--- config.mk ---
export PLATFORM = sky130hd
export DESIGN_NAME = alarm_sticky_aggregator
export DESIGN_NICKNAME = d
export VERILOG_FILES = /design/src/verilog/alarm_pkg.sv /design/src/verilog/alarm_sticky_aggregator.sv /design/src/verilog/alert_hold.sv /design/src/verilog/sticky_bank.sv
export VERILOG_INCLUDE_DIRS = /design/src /design/src/verilog
export SDC_FILE = /design/constraint.sdc
export NUM_CORES = 1
export LEC_CHECK = 0
export BUFFER_PORTS_ARGS = -buffer_cell sky130_fd_sc_hd__buf_2
export CAP_MARGIN = 25
export CORE_ASPECT_RATIO = 1.4
export CORE_MARGIN = 2
export CORE_UTILIZATION = 30
export CTS_BUF_LIST = sky130_fd_sc_hd__clkbuf_16
export DETAILED_ROUTE_END_ITERATION = 8
export HOLD_SLACK_MARGIN = 0.08
export PLACE_DENSITY_LB_ADDON = 0.3
export SYNTH_ARGS = -nofsm -noshare
export SYNTH_HDL_FRONTEND = slang
export SYNTH_SLANG_ARGS = --single-unit
--- constraint.sdc ---
create_clock -name REF_CLK -period 2.25 [get_ports REF_CLK]
set_clock_uncertainty 0.1 [all_clocks]
set_input_delay 0.225 -clock REF_CLK [delete_from_list [all_inputs] [get_ports REF_CLK]]
set_output_delay 0.225 -clock REF_CLK [all_outputs]
set_load 0.02 [all_outputs]
--- src/verilog/alarm_regs.svh ---
// Purpose: Offsets, field positions, reset values and timing counts for
//          the alarm sticky aggregator.
// Assumes: 32-bit AHB-Lite data, one register per aligned word.
// Notes:   Definitions only.
`ifndef ALARM_REGS_SVH
`define ALARM_REGS_SVH

// Source population.
`define NUM_REF 4
`define NUM_LOOP 5
`define ALM_PER_REF 3
`define ALM_PER_LOOP 2
`define NUM_ALM 22
`define NUM_BLK 9
`define NUM_GPIO 4
`define STATE_W 4
`define SRC_W 5

// Alarm positions inside one reference monitor group.
`define ALM_FREQ 0
`define ALM_SIGNAL_LOSS 1
`define ALM_ACTIVITY 2
// Alarm positions inside one loop group.
`define ALM_HOLDOVER 0
`define ALM_LOCKED 1

// Loop state codes seen on the state bus.
`define LOOP_ST_LOCKED 4'h3
`define LOOP_ST_HOLDOVER 4'h4

// Register byte offsets.
`define OFS_CTRL 8'h00
`define OFS_LIVE 8'h04
`define OFS_STICKY 8'h08
`define OFS_STICKY_CLR 8'h0c
`define OFS_ALERT_EN 8'h10
`define OFS_BLK_STICKY 8'h14
`define OFS_BLK_CLR 8'h18
`define OFS_LOOP_STATE 8'h1c
`define OFS_GPIO_CFG0 8'h20
`define GPIO_CFG_W 9

// Control fields and reset values.
`define CTRL_GLOBAL_EN_BIT 0
`define GLOBAL_EN_RESET 1'b1
`define ALERT_EN_RESET 22'h000000
`define GPIO_CFG_RESET 9'h000

// Alert pin release window.
`define ALERT_HOLD_NS 200000
`define REF_CLK_MHZ 250
`define ALERT_HOLD_CYC (`ALERT_HOLD_NS * `REF_CLK_MHZ / 1000)
`define HOLD_W 16

`endif

--- src/verilog/alarm_pkg.sv ---
// Purpose: Types shared by the alarm sticky aggregator modules.
// Assumes: Sizes come from alarm_regs.svh.
// Notes:   No logic here.
`include "alarm_regs.svh"

package alarm_pkg;

    typedef struct packed {
        logic en;
        logic alert;
        logic inv;
        logic sticky_mode;
        logic [`SRC_W-1:0] src;
    } gpio_cfg_t;

    typedef enum logic [1:0] {
        BUS_IDLE = 2'b01,
        BUS_WRITE = 2'b10
    } bus_phase_t;

    typedef struct packed {
        logic [`NUM_ALM-1:0] live;
        logic [`NUM_ALM-1:0] sticky;
    } alarm_vec_t;

    typedef struct packed {
        bus_phase_t ph;
        logic [7:0] waddr;
        logic glb_en;
        logic [`NUM_ALM-1:0] alert_en;
        logic [`NUM_BLK-1:0] blk_sticky;
        gpio_cfg_t [`NUM_GPIO-1:0] gcfg;
        logic [`NUM_ALM-1:0] clr;
        logic [`NUM_BLK-1:0] bclr;
        logic [31:0] rdata;
        logic [`NUM_GPIO-1:0] gout;
        logic [`NUM_GPIO-1:0] goe;
        logic [`NUM_LOOP*`STATE_W-1:0] lstate;
        logic [1:0] apll_sync;
    } core_state_t;

endpackage

--- src/verilog/alarm_sticky_aggregator.sv ---
// Purpose: Live and sticky alarm status, per-alarm GPIO outputs and one
//          aggregated alert, reached over AHB-Lite.
// Assumes: Loop state bus is on REF_CLK; monitor alarms may be async.
// Notes:   Zero wait states; every transfer answers OKAY.
//
// Overview of operation
// - Live bit shows current alarm state.
// - Sticky sets on change, holds until cleared.
// - Both rising and falling edges set sticky.
// - Sticky never self-clears; live does.
// - Assigned GPIO shows live or sticky alarm.
// - Per-GPIO inversion flips driven alarm level.
// - Alert ORs enabled sticky bits only.
// - Host picks alert GPIO, sources, polarity.
// - Global enable gates sticky capture only; live bits stay ungated.
// - Every alarm has live, sticky, clear, control.
// - Clear any single bit or any combination.
// - Block sticky too; alert needs both cleared.
// - Alert pin may linger 200us after clearing.
// - Holdover live follows loop holdover state.
// - Locked live needs loop and analog lock.
// - Loop stickies on state entry; state readable.
// - Monitors give frequency, loss, activity alarms.
// - Alert holds until contributors all cleared.
`timescale 1ns/1ps
`include "alarm_regs.svh"

module alarm_sticky_aggregator #(
    parameter int unsigned HOLD_CYC = `ALERT_HOLD_CYC
) (
    // Clock and reset.
    input wire logic REF_CLK,
    input wire logic RST_N,
    // AHB-Lite slave.
    input wire logic HSEL,
    input wire logic [31:0] HADDR,
    input wire logic [1:0] HTRANS,
    input wire logic HWRITE,
    input wire logic [2:0] HSIZE,
    input wire logic [31:0] HWDATA,
    input wire logic HREADY,
    output logic [31:0] HRDATA,
    output logic HREADYOUT,
    output logic HRESP,
    // Alarm sources.
    input wire logic [`NUM_REF*`ALM_PER_REF-1:0] REF_MON_ALARM,
    input wire logic [`NUM_LOOP*`STATE_W-1:0] LOOP_STATE,
    input wire logic APLL_LOCKED,
    // Alarm pins.
    output logic [`NUM_GPIO-1:0] GPIO_OUT,
    output logic [`NUM_GPIO-1:0] GPIO_OE
);
    import alarm_pkg::*;

    localparam int REF_BITS = `NUM_REF * `ALM_PER_REF;

    core_state_t st_r;
    core_state_t st_nxt;
    alarm_vec_t alm;
    logic [`NUM_ALM-1:0] live_raw;
    logic [`NUM_BLK-1:0] blk_any;
    logic [`NUM_BLK-1:0] blk_en;
    logic alert_req;
    logic alert_pin;
    logic take;
    logic addr_ok;
    logic [`NUM_GPIO-1:0] rd_hit;
    logic [`NUM_GPIO-1:0] wr_hit;
    logic [`NUM_GPIO-1:0] pin_lvl;
    logic [`NUM_GPIO-1:0] pin_oe;
    gpio_cfg_t [`NUM_GPIO-1:0] cfg_nxt;

    // Monitor alarms enter as they are; their meaning is the monitor's.
    assign live_raw[REF_BITS-1:0] = REF_MON_ALARM;

    // Per-block status and per-loop live decoding.
    genvar gi;
    generate
        for (gi = 0; gi < `NUM_REF; gi++) begin : g_ref
            assign blk_any[gi] =
                |alm.sticky[gi*`ALM_PER_REF +: `ALM_PER_REF];
            assign blk_en[gi] =
                |st_r.alert_en[gi*`ALM_PER_REF +: `ALM_PER_REF];
        end
        for (gi = 0; gi < `NUM_LOOP; gi++) begin : g_loop
            localparam int B = REF_BITS + gi * `ALM_PER_LOOP;
            logic [`STATE_W-1:0] lst;
            assign lst = LOOP_STATE[gi*`STATE_W +: `STATE_W];
            // Entry into a state raises the sticky via the edge logic.
            assign live_raw[B + `ALM_HOLDOVER] =
                (lst == `LOOP_ST_HOLDOVER);
            assign live_raw[B + `ALM_LOCKED] =
                (lst == `LOOP_ST_LOCKED) & st_r.apll_sync[1];
            assign blk_any[`NUM_REF + gi] =
                |alm.sticky[B +: `ALM_PER_LOOP];
            assign blk_en[`NUM_REF + gi] =
                |st_r.alert_en[B +: `ALM_PER_LOOP];
        end
    endgenerate

    // One sticky bit and one clear bit per alarm.
    sticky_bank #(
        .W(`NUM_ALM)
    ) u_bank (
        .clk(REF_CLK),
        .rst_n(RST_N),
        .live_async(live_raw),
        .arm(st_r.glb_en),
        .clr(st_r.clr),
        .stat(alm)
    );

    // Block stickies keep the alert up until they too are cleared.
    assign alert_req = |(alm.sticky & st_r.alert_en) |
        |(st_r.blk_sticky & blk_en);

    // The stretch spares a host that polls from seeing a flicker.
    alert_hold #(
        .HOLD(HOLD_CYC)
    ) u_hold (
        .clk(REF_CLK),
        .rst_n(RST_N),
        .req(alert_req),
        .hold(alert_pin)
    );

    // Per-pin level and address match; each pin decodes its own settings.
    generate
        for (gi = 0; gi < `NUM_GPIO; gi++) begin : g_pin
            gpio_cfg_t cfg;
            logic [`NUM_ALM-1:0] pick_vec;
            logic pick;
            assign cfg = st_r.gcfg[gi];
            assign rd_hit[gi] =
                (HADDR[7:0] == 8'(`OFS_GPIO_CFG0 + 4 * gi));
            assign wr_hit[gi] =
                (st_r.waddr == 8'(`OFS_GPIO_CFG0 + 4 * gi));
            assign cfg_nxt[gi] = wr_hit[gi] ?
                gpio_cfg_t'(HWDATA[`GPIO_CFG_W-1:0]) : cfg;
            assign pick_vec = cfg.sticky_mode ? alm.sticky : alm.live;
            always_comb begin
                if (cfg.alert) begin
                    pick = alert_pin;
                end else if (cfg.src < `SRC_W'(`NUM_ALM)) begin
                    pick = pick_vec[cfg.src];
                end else begin
                    pick = 1'b0;
                end
            end
            // A disabled pin is released and drives low.
            assign pin_lvl[gi] = cfg.en & (pick ^ cfg.inv);
            assign pin_oe[gi] = cfg.en;
        end
    endgenerate

    assign take = HSEL & HTRANS[1] & HREADY;
    // Addresses above the map are ignored rather than aliased onto it, so
    // a stray access cannot reach a register through its low byte.
    assign addr_ok = (HADDR[31:8] == 24'h000000);

    always_comb begin
        st_nxt = st_r;
        st_nxt.clr = '0;
        st_nxt.bclr = '0;
        st_nxt.lstate = LOOP_STATE;
        // The analog lock pin is asynchronous; two stages before any use.
        st_nxt.apll_sync = {st_r.apll_sync[0], APLL_LOCKED};

        // A block bit is re-set while any of its alarms stays sticky.
        st_nxt.blk_sticky = (st_r.blk_sticky & ~st_r.bclr) |
            blk_any;

        // Address phase: latch the write target, or fetch read data.
        st_nxt.ph = (take & HWRITE & addr_ok) ? BUS_WRITE : BUS_IDLE;
        if (take) begin
            st_nxt.waddr = HADDR[7:0];
        end
        if (take & ~HWRITE) begin
            st_nxt.rdata = '0;
            if (addr_ok) begin
                case (HADDR[7:0])
                    `OFS_CTRL: begin
                        st_nxt.rdata[`CTRL_GLOBAL_EN_BIT] = st_r.glb_en;
                    end
                    `OFS_LIVE: begin
                        st_nxt.rdata[`NUM_ALM-1:0] = alm.live;
                    end
                    `OFS_STICKY: begin
                        st_nxt.rdata[`NUM_ALM-1:0] = alm.sticky;
                    end
                    `OFS_ALERT_EN: begin
                        st_nxt.rdata[`NUM_ALM-1:0] = st_r.alert_en;
                    end
                    `OFS_BLK_STICKY: begin
                        st_nxt.rdata[`NUM_BLK-1:0] = st_r.blk_sticky;
                    end
                    `OFS_LOOP_STATE: begin
                        st_nxt.rdata[`NUM_LOOP*`STATE_W-1:0] = st_r.lstate;
                    end
                    default: begin
                        for (int g = 0; g < `NUM_GPIO; g++) begin
                            if (rd_hit[g]) begin
                                st_nxt.rdata[`GPIO_CFG_W-1:0] = st_r.gcfg[g];
                            end
                        end
                    end
                endcase
            end
        end

        // Data phase of a write.
        if (st_r.ph == BUS_WRITE) begin
            case (st_r.waddr)
                `OFS_CTRL: begin
                    st_nxt.glb_en = HWDATA[`CTRL_GLOBAL_EN_BIT];
                end
                `OFS_STICKY_CLR: begin
                    st_nxt.clr = HWDATA[`NUM_ALM-1:0];
                end
                `OFS_ALERT_EN: begin
                    st_nxt.alert_en = HWDATA[`NUM_ALM-1:0];
                end
                `OFS_BLK_CLR: begin
                    st_nxt.bclr = HWDATA[`NUM_BLK-1:0];
                end
                default: begin
                    st_nxt.gcfg = cfg_nxt;
                end
            endcase
        end

        // Pin outputs are registered from the per-pin levels.
        st_nxt.gout = pin_lvl;
        st_nxt.goe = pin_oe;
    end

    always_ff @(posedge REF_CLK or negedge RST_N) begin
        if (!RST_N) begin
            st_r <= '0;
            st_r.ph <= BUS_IDLE;
            st_r.glb_en <= `GLOBAL_EN_RESET;
            st_r.alert_en <= `ALERT_EN_RESET;
            st_r.gcfg <= {`NUM_GPIO{`GPIO_CFG_RESET}};
        end else begin
            st_r <= st_nxt;
        end
    end

    assign HRDATA = st_r.rdata;
    assign HREADYOUT = 1'b1;
    assign HRESP = 1'b0;
    assign GPIO_OUT = st_r.gout;
    assign GPIO_OE = st_r.goe;

endmodule

--- src/verilog/alert_hold.sv ---
// Purpose: Stretch the negation of the aggregated alert.
// Assumes: HOLD fits in HOLD_W bits.
// Notes:   Keeps the pin from chattering while sticky bits are cleared.
`timescale 1ns/1ps
`include "alarm_regs.svh"

module alert_hold #(
    parameter int unsigned HOLD = `ALERT_HOLD_CYC
) (
    // Clock and reset.
    input wire logic clk,
    input wire logic rst_n,
    // Request and stretched output.
    input wire logic req,
    output logic hold
);
    typedef struct packed {
        logic [`HOLD_W-1:0] cnt;
        logic out;
    } hold_t;

    hold_t st_r;
    hold_t st_nxt;

    always_comb begin
        st_nxt = st_r;
        if (req) begin
            st_nxt.out = 1'b1;
            st_nxt.cnt = `HOLD_W'(HOLD);
        end else if (st_r.cnt != '0) begin
            st_nxt.cnt = st_r.cnt - `HOLD_W'(1);
        end else begin
            st_nxt.out = 1'b0;
        end
    end

    always_ff @(posedge clk or negedge rst_n) begin
        if (!rst_n) begin
            st_r <= '0;
        end else begin
            st_r <= st_nxt;
        end
    end

    assign hold = st_r.out;

endmodule

--- src/verilog/sticky_bank.sv ---
// Purpose: Synchronise live alarms and keep one sticky bit per alarm.
// Assumes: Live inputs may come from any domain.
// Notes:   A change seen in the cycle of a clear leaves the bit set.
`timescale 1ns/1ps
`include "alarm_regs.svh"

module sticky_bank #(
    parameter int W = `NUM_ALM
) (
    // Clock and reset.
    input wire logic clk,
    input wire logic rst_n,
    // Alarm sources and controls.
    input wire logic [W-1:0] live_async,
    input wire logic arm,
    input wire logic [W-1:0] clr,
    // Status.
    output alarm_pkg::alarm_vec_t stat
);
    import alarm_pkg::*;

    typedef struct packed {
        logic [W-1:0] meta;
        logic [W-1:0] sync;
        logic [W-1:0] prev;
        logic [W-1:0] sticky;
    } bank_t;

    bank_t st_r;
    bank_t st_nxt;
    logic [W-1:0] change;

    // The edge detector looks only at the second and third stages.
    always_comb begin
        st_nxt = st_r;
        st_nxt.meta = live_async;
        st_nxt.sync = st_r.meta;
        st_nxt.prev = st_r.sync;
        change = st_r.sync ^ st_r.prev;
        // Set wins over clear; nothing else ever drops a sticky bit.
        st_nxt.sticky = (st_r.sticky & ~clr) |
            (change & {W{arm}});
    end

    always_ff @(posedge clk or negedge rst_n) begin
        if (!rst_n) begin
            st_r <= '0;
        end else begin
            st_r <= st_nxt;
        end
    end

    assign stat.live = st_r.sync;
    assign stat.sticky = st_r.sticky;

endmodule
# Word-level counts from Yosys, hierarchy flattened
# Index checks and enable logic that the tools add are counted.
# op_classes
n_addsub	1
order_cmp	8
n_eq_ne	28
n_mux	36
bitwise	31
n_reduce_logical	32
# op_table
operator	count
$mux W22	6
$and A22 B22 Y22	3
$eq A8 B6 Y1 const B	8
$pmux W8 S6	1
$mux W9	5
$pmux W11 S4	1
$eq A8 B5 Y1 const B	5
$mux W31	1
$logic_not A24 Y1	1
$lt A5 B6 Y1 const B	4
$reduce_or A3 Y1	8
$not A22 Y22	1
$or A22 B22 Y22	1
$reduce_or A22 Y1	1
$xor A22 B22 Y22	1
$bmux W1 S5	4
$eq A4 B2 Y1 const B	5
$eq A4 B3 Y1 const B	5
$lt A5 B5 Y1 const B	4
$reduce_or A2 Y1	10
$and A9 B9 Y9	2
$mux W17	1
$eq A8 B4 Y1 const B	2
$logic_not A8 Y1	2
other kinds (21)	54
# word_totals
reg_bits	266
input_bits	107
output_inout_bits	42

# Longest topological paths before layout
# depth
depth_word	7
ltp_mapped	8
mapped_depth_nobuf	7

# Modules after synthesis
# From an unflattened synthesis, not the netlist that was laid out.
# unflattened
cells_unflattened	1055
hier_area_um2	13210.2
# by_module_without_submodules
module	instances	cells_each	area_each_um2
alarm_sticky_aggregator	1	753	9215.1
sticky_bank	1	200	3042.9
alert_hold	1	102	952.2

# Least setup slack after synthesis
# OpenSTA, ideal clock, no wires.
# synth_path
path_kind	reg-to-reg
startpoint	register st_r (netlist bit g_pin[2].cfg[0])
endpoint	register st_r (netlist bit GPIO_OUT[2])
setup_ns	0.126
t_arrival_ns	2.073
t_required_ns	2.024
path_slack_ns	-0.049
path_stages_with_launch	7
n_path_buf	1
synth_period_minus_slack_ns	2.299
cell_sequence	dfrtp_1 > buf_6 > mux4_2 > mux4_2 > nand2b_4 > and2_1 > a221o_1
# synth_via
elab_chain_len	6
word_cells_on_any_way	7
# synth_rtl
item	line	text
start, declared	alarm_sticky_aggregator.sv:57	core_state_t st_r;
start signal, assigned	alarm_sticky_aggregator.sv:245	st_r <= st_nxt;
$bmux W1 S5	alarm_sticky_aggregator.sv:145	pick = pick_vec[cfg.src];
$mux W1 (not written as such)	alarm_sticky_aggregator.sv:145	
$mux W1 (*)	alarm_sticky_aggregator.sv:144	end else if (cfg.src < `SRC_W'(`NUM_ALM)) begin
$mux W1 (*)	alarm_sticky_aggregator.sv:142	if (cfg.alert) begin
$xor A1 B1 Y1 (*)	alarm_sticky_aggregator.sv:151	assign pin_lvl[gi] = cfg.en & (pick ^ cfg.inv);
$and A1 B1 Y1 (*)	alarm_sticky_aggregator.sv:151	
via pin_lvl[2]	alarm_sticky_aggregator.sv:69	logic [`NUM_GPIO-1:0] pin_lvl;
# The timed path passes the listed nets; every way through them passes the cells marked *. The select of a mux whose other input is x is not followed.
# A chain may end at the register's enable or synchronous reset.

# Final worst setup path
# layout_path
startpoint	register st_r (netlist bit g_pin[3].cfg[0])
endpoint	register st_r (netlist bit GPIO_OUT[3])
# The elaborated chain is that of the path after synthesis.

==> impl_results.md <==
* Die Width at 177 um
* Num CTS Buffers at 25
* Initial antenna violation count at 0
* Critical Path Fanout Max at 5
* DRT Wirelength at 40.8 mm
* Average cell area after synthesis at 12.3 um2
* Failing checks: setup timing
* Core area at 0.0414 mm2
* RD Place Congestion at 0.965
* Initial Utilization at 30.5%
* Final Hold Fails at 0
* Area Growth Syn to Fin at 26.1%
* Mapped Area at 0.0126 mm2
* Site row count at 88
* Post-route cell area at 0.0159 mm2
* GR Util All Layers at 18.6%
* ANT nets after route at 0
* Worst-margin pin slew at 0.557 ns
* FFs w/ async S/R, synth at 100%
* Fin Setup TNS at -0.111 ns
* Vias in the first global route at 9661
* Worst path arrival time at 2.65 ns
* Worst slew margin at 61.9%
* Syn Inst Count at 1027
* Unrepaired setup endpoints after global routing: true
* Distinct cells, synth at 64
* Setup CP Type: reg2reg
* Slowest stage cell, crit path: mux4_2
* Placed cells at 1711
* CTS clock-pin slew for the worst setup and hold paths at 0.06 ns
* Layout Cells excl Fill at 1825
* Largest net degree at the start of global routing at 62
* First-pass GRT wire length at 60.7 mm
* EDFF count, synth at 0
* Final setup viols at 2
* Fin. max-slew vios at 0
* Leakage at 7.09 nW
* Gr ovfl total at 0
* Post-DP HPWL at 30.1 mm
* Status: finished, violations left
* PD cells at 641 mW/mm2
* Placed Area at 0.0143 mm2
* Max incr delay on CP at 0.52 ns
* Clk_lat worst skew at 0.56 ns
* # IOs at 149
* Cell taking the most area after synthesis: dfrtp_1
* Wire length per cell at 22.3 um
* Pre-Repair DR Iteration Count at 5
* Top cell type's share of synthesized area at 52.3%
* Layout Nets at 1376
* Area contributors post-synth: dfrtp_1 (52%), mux2_2 (6.5%), mux4_2 (4.6%)
* Fin util at 38.5%
* Achievable Freq at 432 MHz
* Max-capacitance violation count at 0
* Final period util at 103%
* Number of vias in the routed layout at 9367
* Required @ worst endpoint at 2.59 ns
* Clock buffer depth at 3
* Slack of the critical path at -0.0644 ns
* Die Span Y at 247 um
* Clock root buffer: clkbuf_16
* Share of cells above drive strength 1 at 31.8%
* Vias per cell at 5.13
* CTS H-tree depth at 1
* Die area at 0.0438 mm2
* CP dominant cell by count: mux4_2
* Clk sinks at 266
* Yosys warns at 0
* Tightest Hold Check Type: in2reg
* N_diodes at 0
* Maximum VDD drop at 596 uV
* Sequential fraction of the synthesis area at 52.7%
* DRC at 0
* Iteration-0 DRC count of the detailed router at 750
* Kind of end point of the critical path: flop
* CP Launch Type: flop
* CTS tree: done
* Ys flop type: dfrtp_1
* Period minus WS final at 2.31 ns
* IO buf count at 122
* Synth Register Bits at 266
* Critical path, cell by cell: mux4_2 -> mux4_2 -> nand2b_4 -> and2_4 -> a221o_1
-- report_power, final --
| part | internal, W | switching, W |
|---|---|---|
| logic | 0.000463 | 0.000497 |
| clock network | 0.00225 | 0.00184 |
| registers | 0.00494 | 0.000206 |
| total | 0.00766 | 0.00255 |
-- Yosys cell counts (all sizes together) (3+ instances only) --
| cell | instances |
|---|---|
| nand4 | 8 |
| and2 | 38 |
| clkbuf | 32 |
| o21ai | 46 |
| a221o | 3 |
| o2111ai | 5 |
| xnor2 | 11 |
| nand2 | 70 |
| buf | 62 |
| or2 | 5 |
| nor4b | 11 |
| nor3 | 15 |
| nor3b | 8 |
| o22ai | 9 |
| nand3 | 29 |
| nor2b | 9 |
| or3 | 3 |
| a22oi | 42 |
| mux2 | 73 |
| nor2 | 29 |
| mux4 | 46 |
| a21oi | 13 |
| nor4 | 9 |
| nand2b | 7 |
| nand4b | 3 |
| inv | 37 |
| a221oi | 7 |
| a211oi | 10 |
| a2111oi | 4 |
| o31ai | 4 |
| and3 | 6 |
| a22o | 16 |
| mux2i | 24 |
| xor2 | 24 |
| o211ai | 7 |
| nand3b | 5 |
| dfrtp | 264 |
| o2bb2ai | 6 |
-- sequential cells by signal, summed over array words and instances (netlist names) --
signal / count
st_r: 94
u_bank.stat: 44
g_pin.cfg: 36
HRDATA: 22
u_bank.st_nxt: 22
u_bank.st_r: 22
u_hold.st_r: 16
GPIO_OE: 4
GPIO_OUT: 4
st_nxt: 1
u_hold.hold: 1
-- cells by family (layout without fill, tap and decap cells) --
family / after synthesis / in the layout / share of synthesized area [%]
AOI/OAI and AO/OA: 184 / 184 / 10.3
xor gates and xnor gates: 35 / 35 / 2.43
adders and majority gates: 2 / 2 / 0.198
muxes: 143 / 143 / 17.2
and+or+nand+nor: 264 / 264 / 11.5
DFF: 266 / 266 / 52.7
buffers and inverters: 131 / 379 / 5.56
other: 2 / 12 / 0.0595
-- critical path: cells and delay by family (launching register included) --
| kind | cells | cell delay (ns) |
|---|---|---|
| compound gates | 1 | 0.30 |
| flops | 1 | 0.45 |
| mux | 2 | 1.03 |
| simple gates | 2 | 0.32 |
-- layout by cell type (no fill, tap or decap), types with 13 or more instances in the layout --
cell type,instances
mux2_2,68
mux4_1,14
xor2_1,24
inv_1,42
nand2_1,69
mux2i_1,23
buf_4,95
o21ai_0,46
nor2_1,28
a21oi_1,13
buf_2,121
clkbuf_16,25
dlygate4sd3_1,66
and2_1,36
a22o_1,16
nand3_1,29
dfrtp_1,257
nor3_1,13
mux4_2,32
a22oi_1,41
-- through the flow --
stage	power (W)	hold slack, ns	setup slack (ns)
final	0.0102	0.136	-0.0644
after detailed placement	0.00608	0.0542	-0.155
after CTS	0.0103	0.0831	-0.0894
after global placement	0.00606	0.0523	-0.160
after global routing	0.0106	0.154	-0.168
after floorplan	0.00556	-0.171	-0.0486
-- what timing repair did --
item	CTS	global route
pin swaps	2	6
hold buffers	67	0
endpoints found under the setup margin	34	42
setup buffers	0	1
gates cloned	1	0
hold endpoints to repair	398	0
gates resized for setup	18	28
-- final timing paths --
| check | startpoint | to | cells past startpoint | slack, ns |
|---|---|---|---|---|
| max | g_pin[3].cfg[0] | GPIO_OUT[3] | 5 | -0.06 |
| min | HADDR[2] | st_r[163] | 3 | 0.14 |
| max reg2reg | g_pin[3].cfg[0] | GPIO_OUT[3] | 5 | -0.06 |
| min reg2reg | u_bank.st_nxt[56] | u_bank.stat[34] | 0 | 0.24 |
| max in group asynchronous | RST_N | u_hold.st_r[7] | 4 | 0.82 |
| min in group asynchronous | RST_N | st_r[145] | 3 | 0.55 |
-- layout make-up --
type / instances / area (um2)
clock inverter: 20 / 151
timing repair buffer: 297 / 2240
inverter: 37 / 139
sequential: 266 / 6670
tap: 540 / 676
multi-input combinational: 640 / 5420
clock buffer: 25 / 626
fill: 4078 / 25500
-- per-layer routing --
layer  up-vias  share of wire, %  GRT usage [%]
met1      4809                39           21.6
li1       4199                 -              -
met4         0               4.2           8.22
met2       273                53           34.2
met3        86               3.8           1.89
met5         -                 0              0
Note: power is estimated with default switching activity, not from simulation.
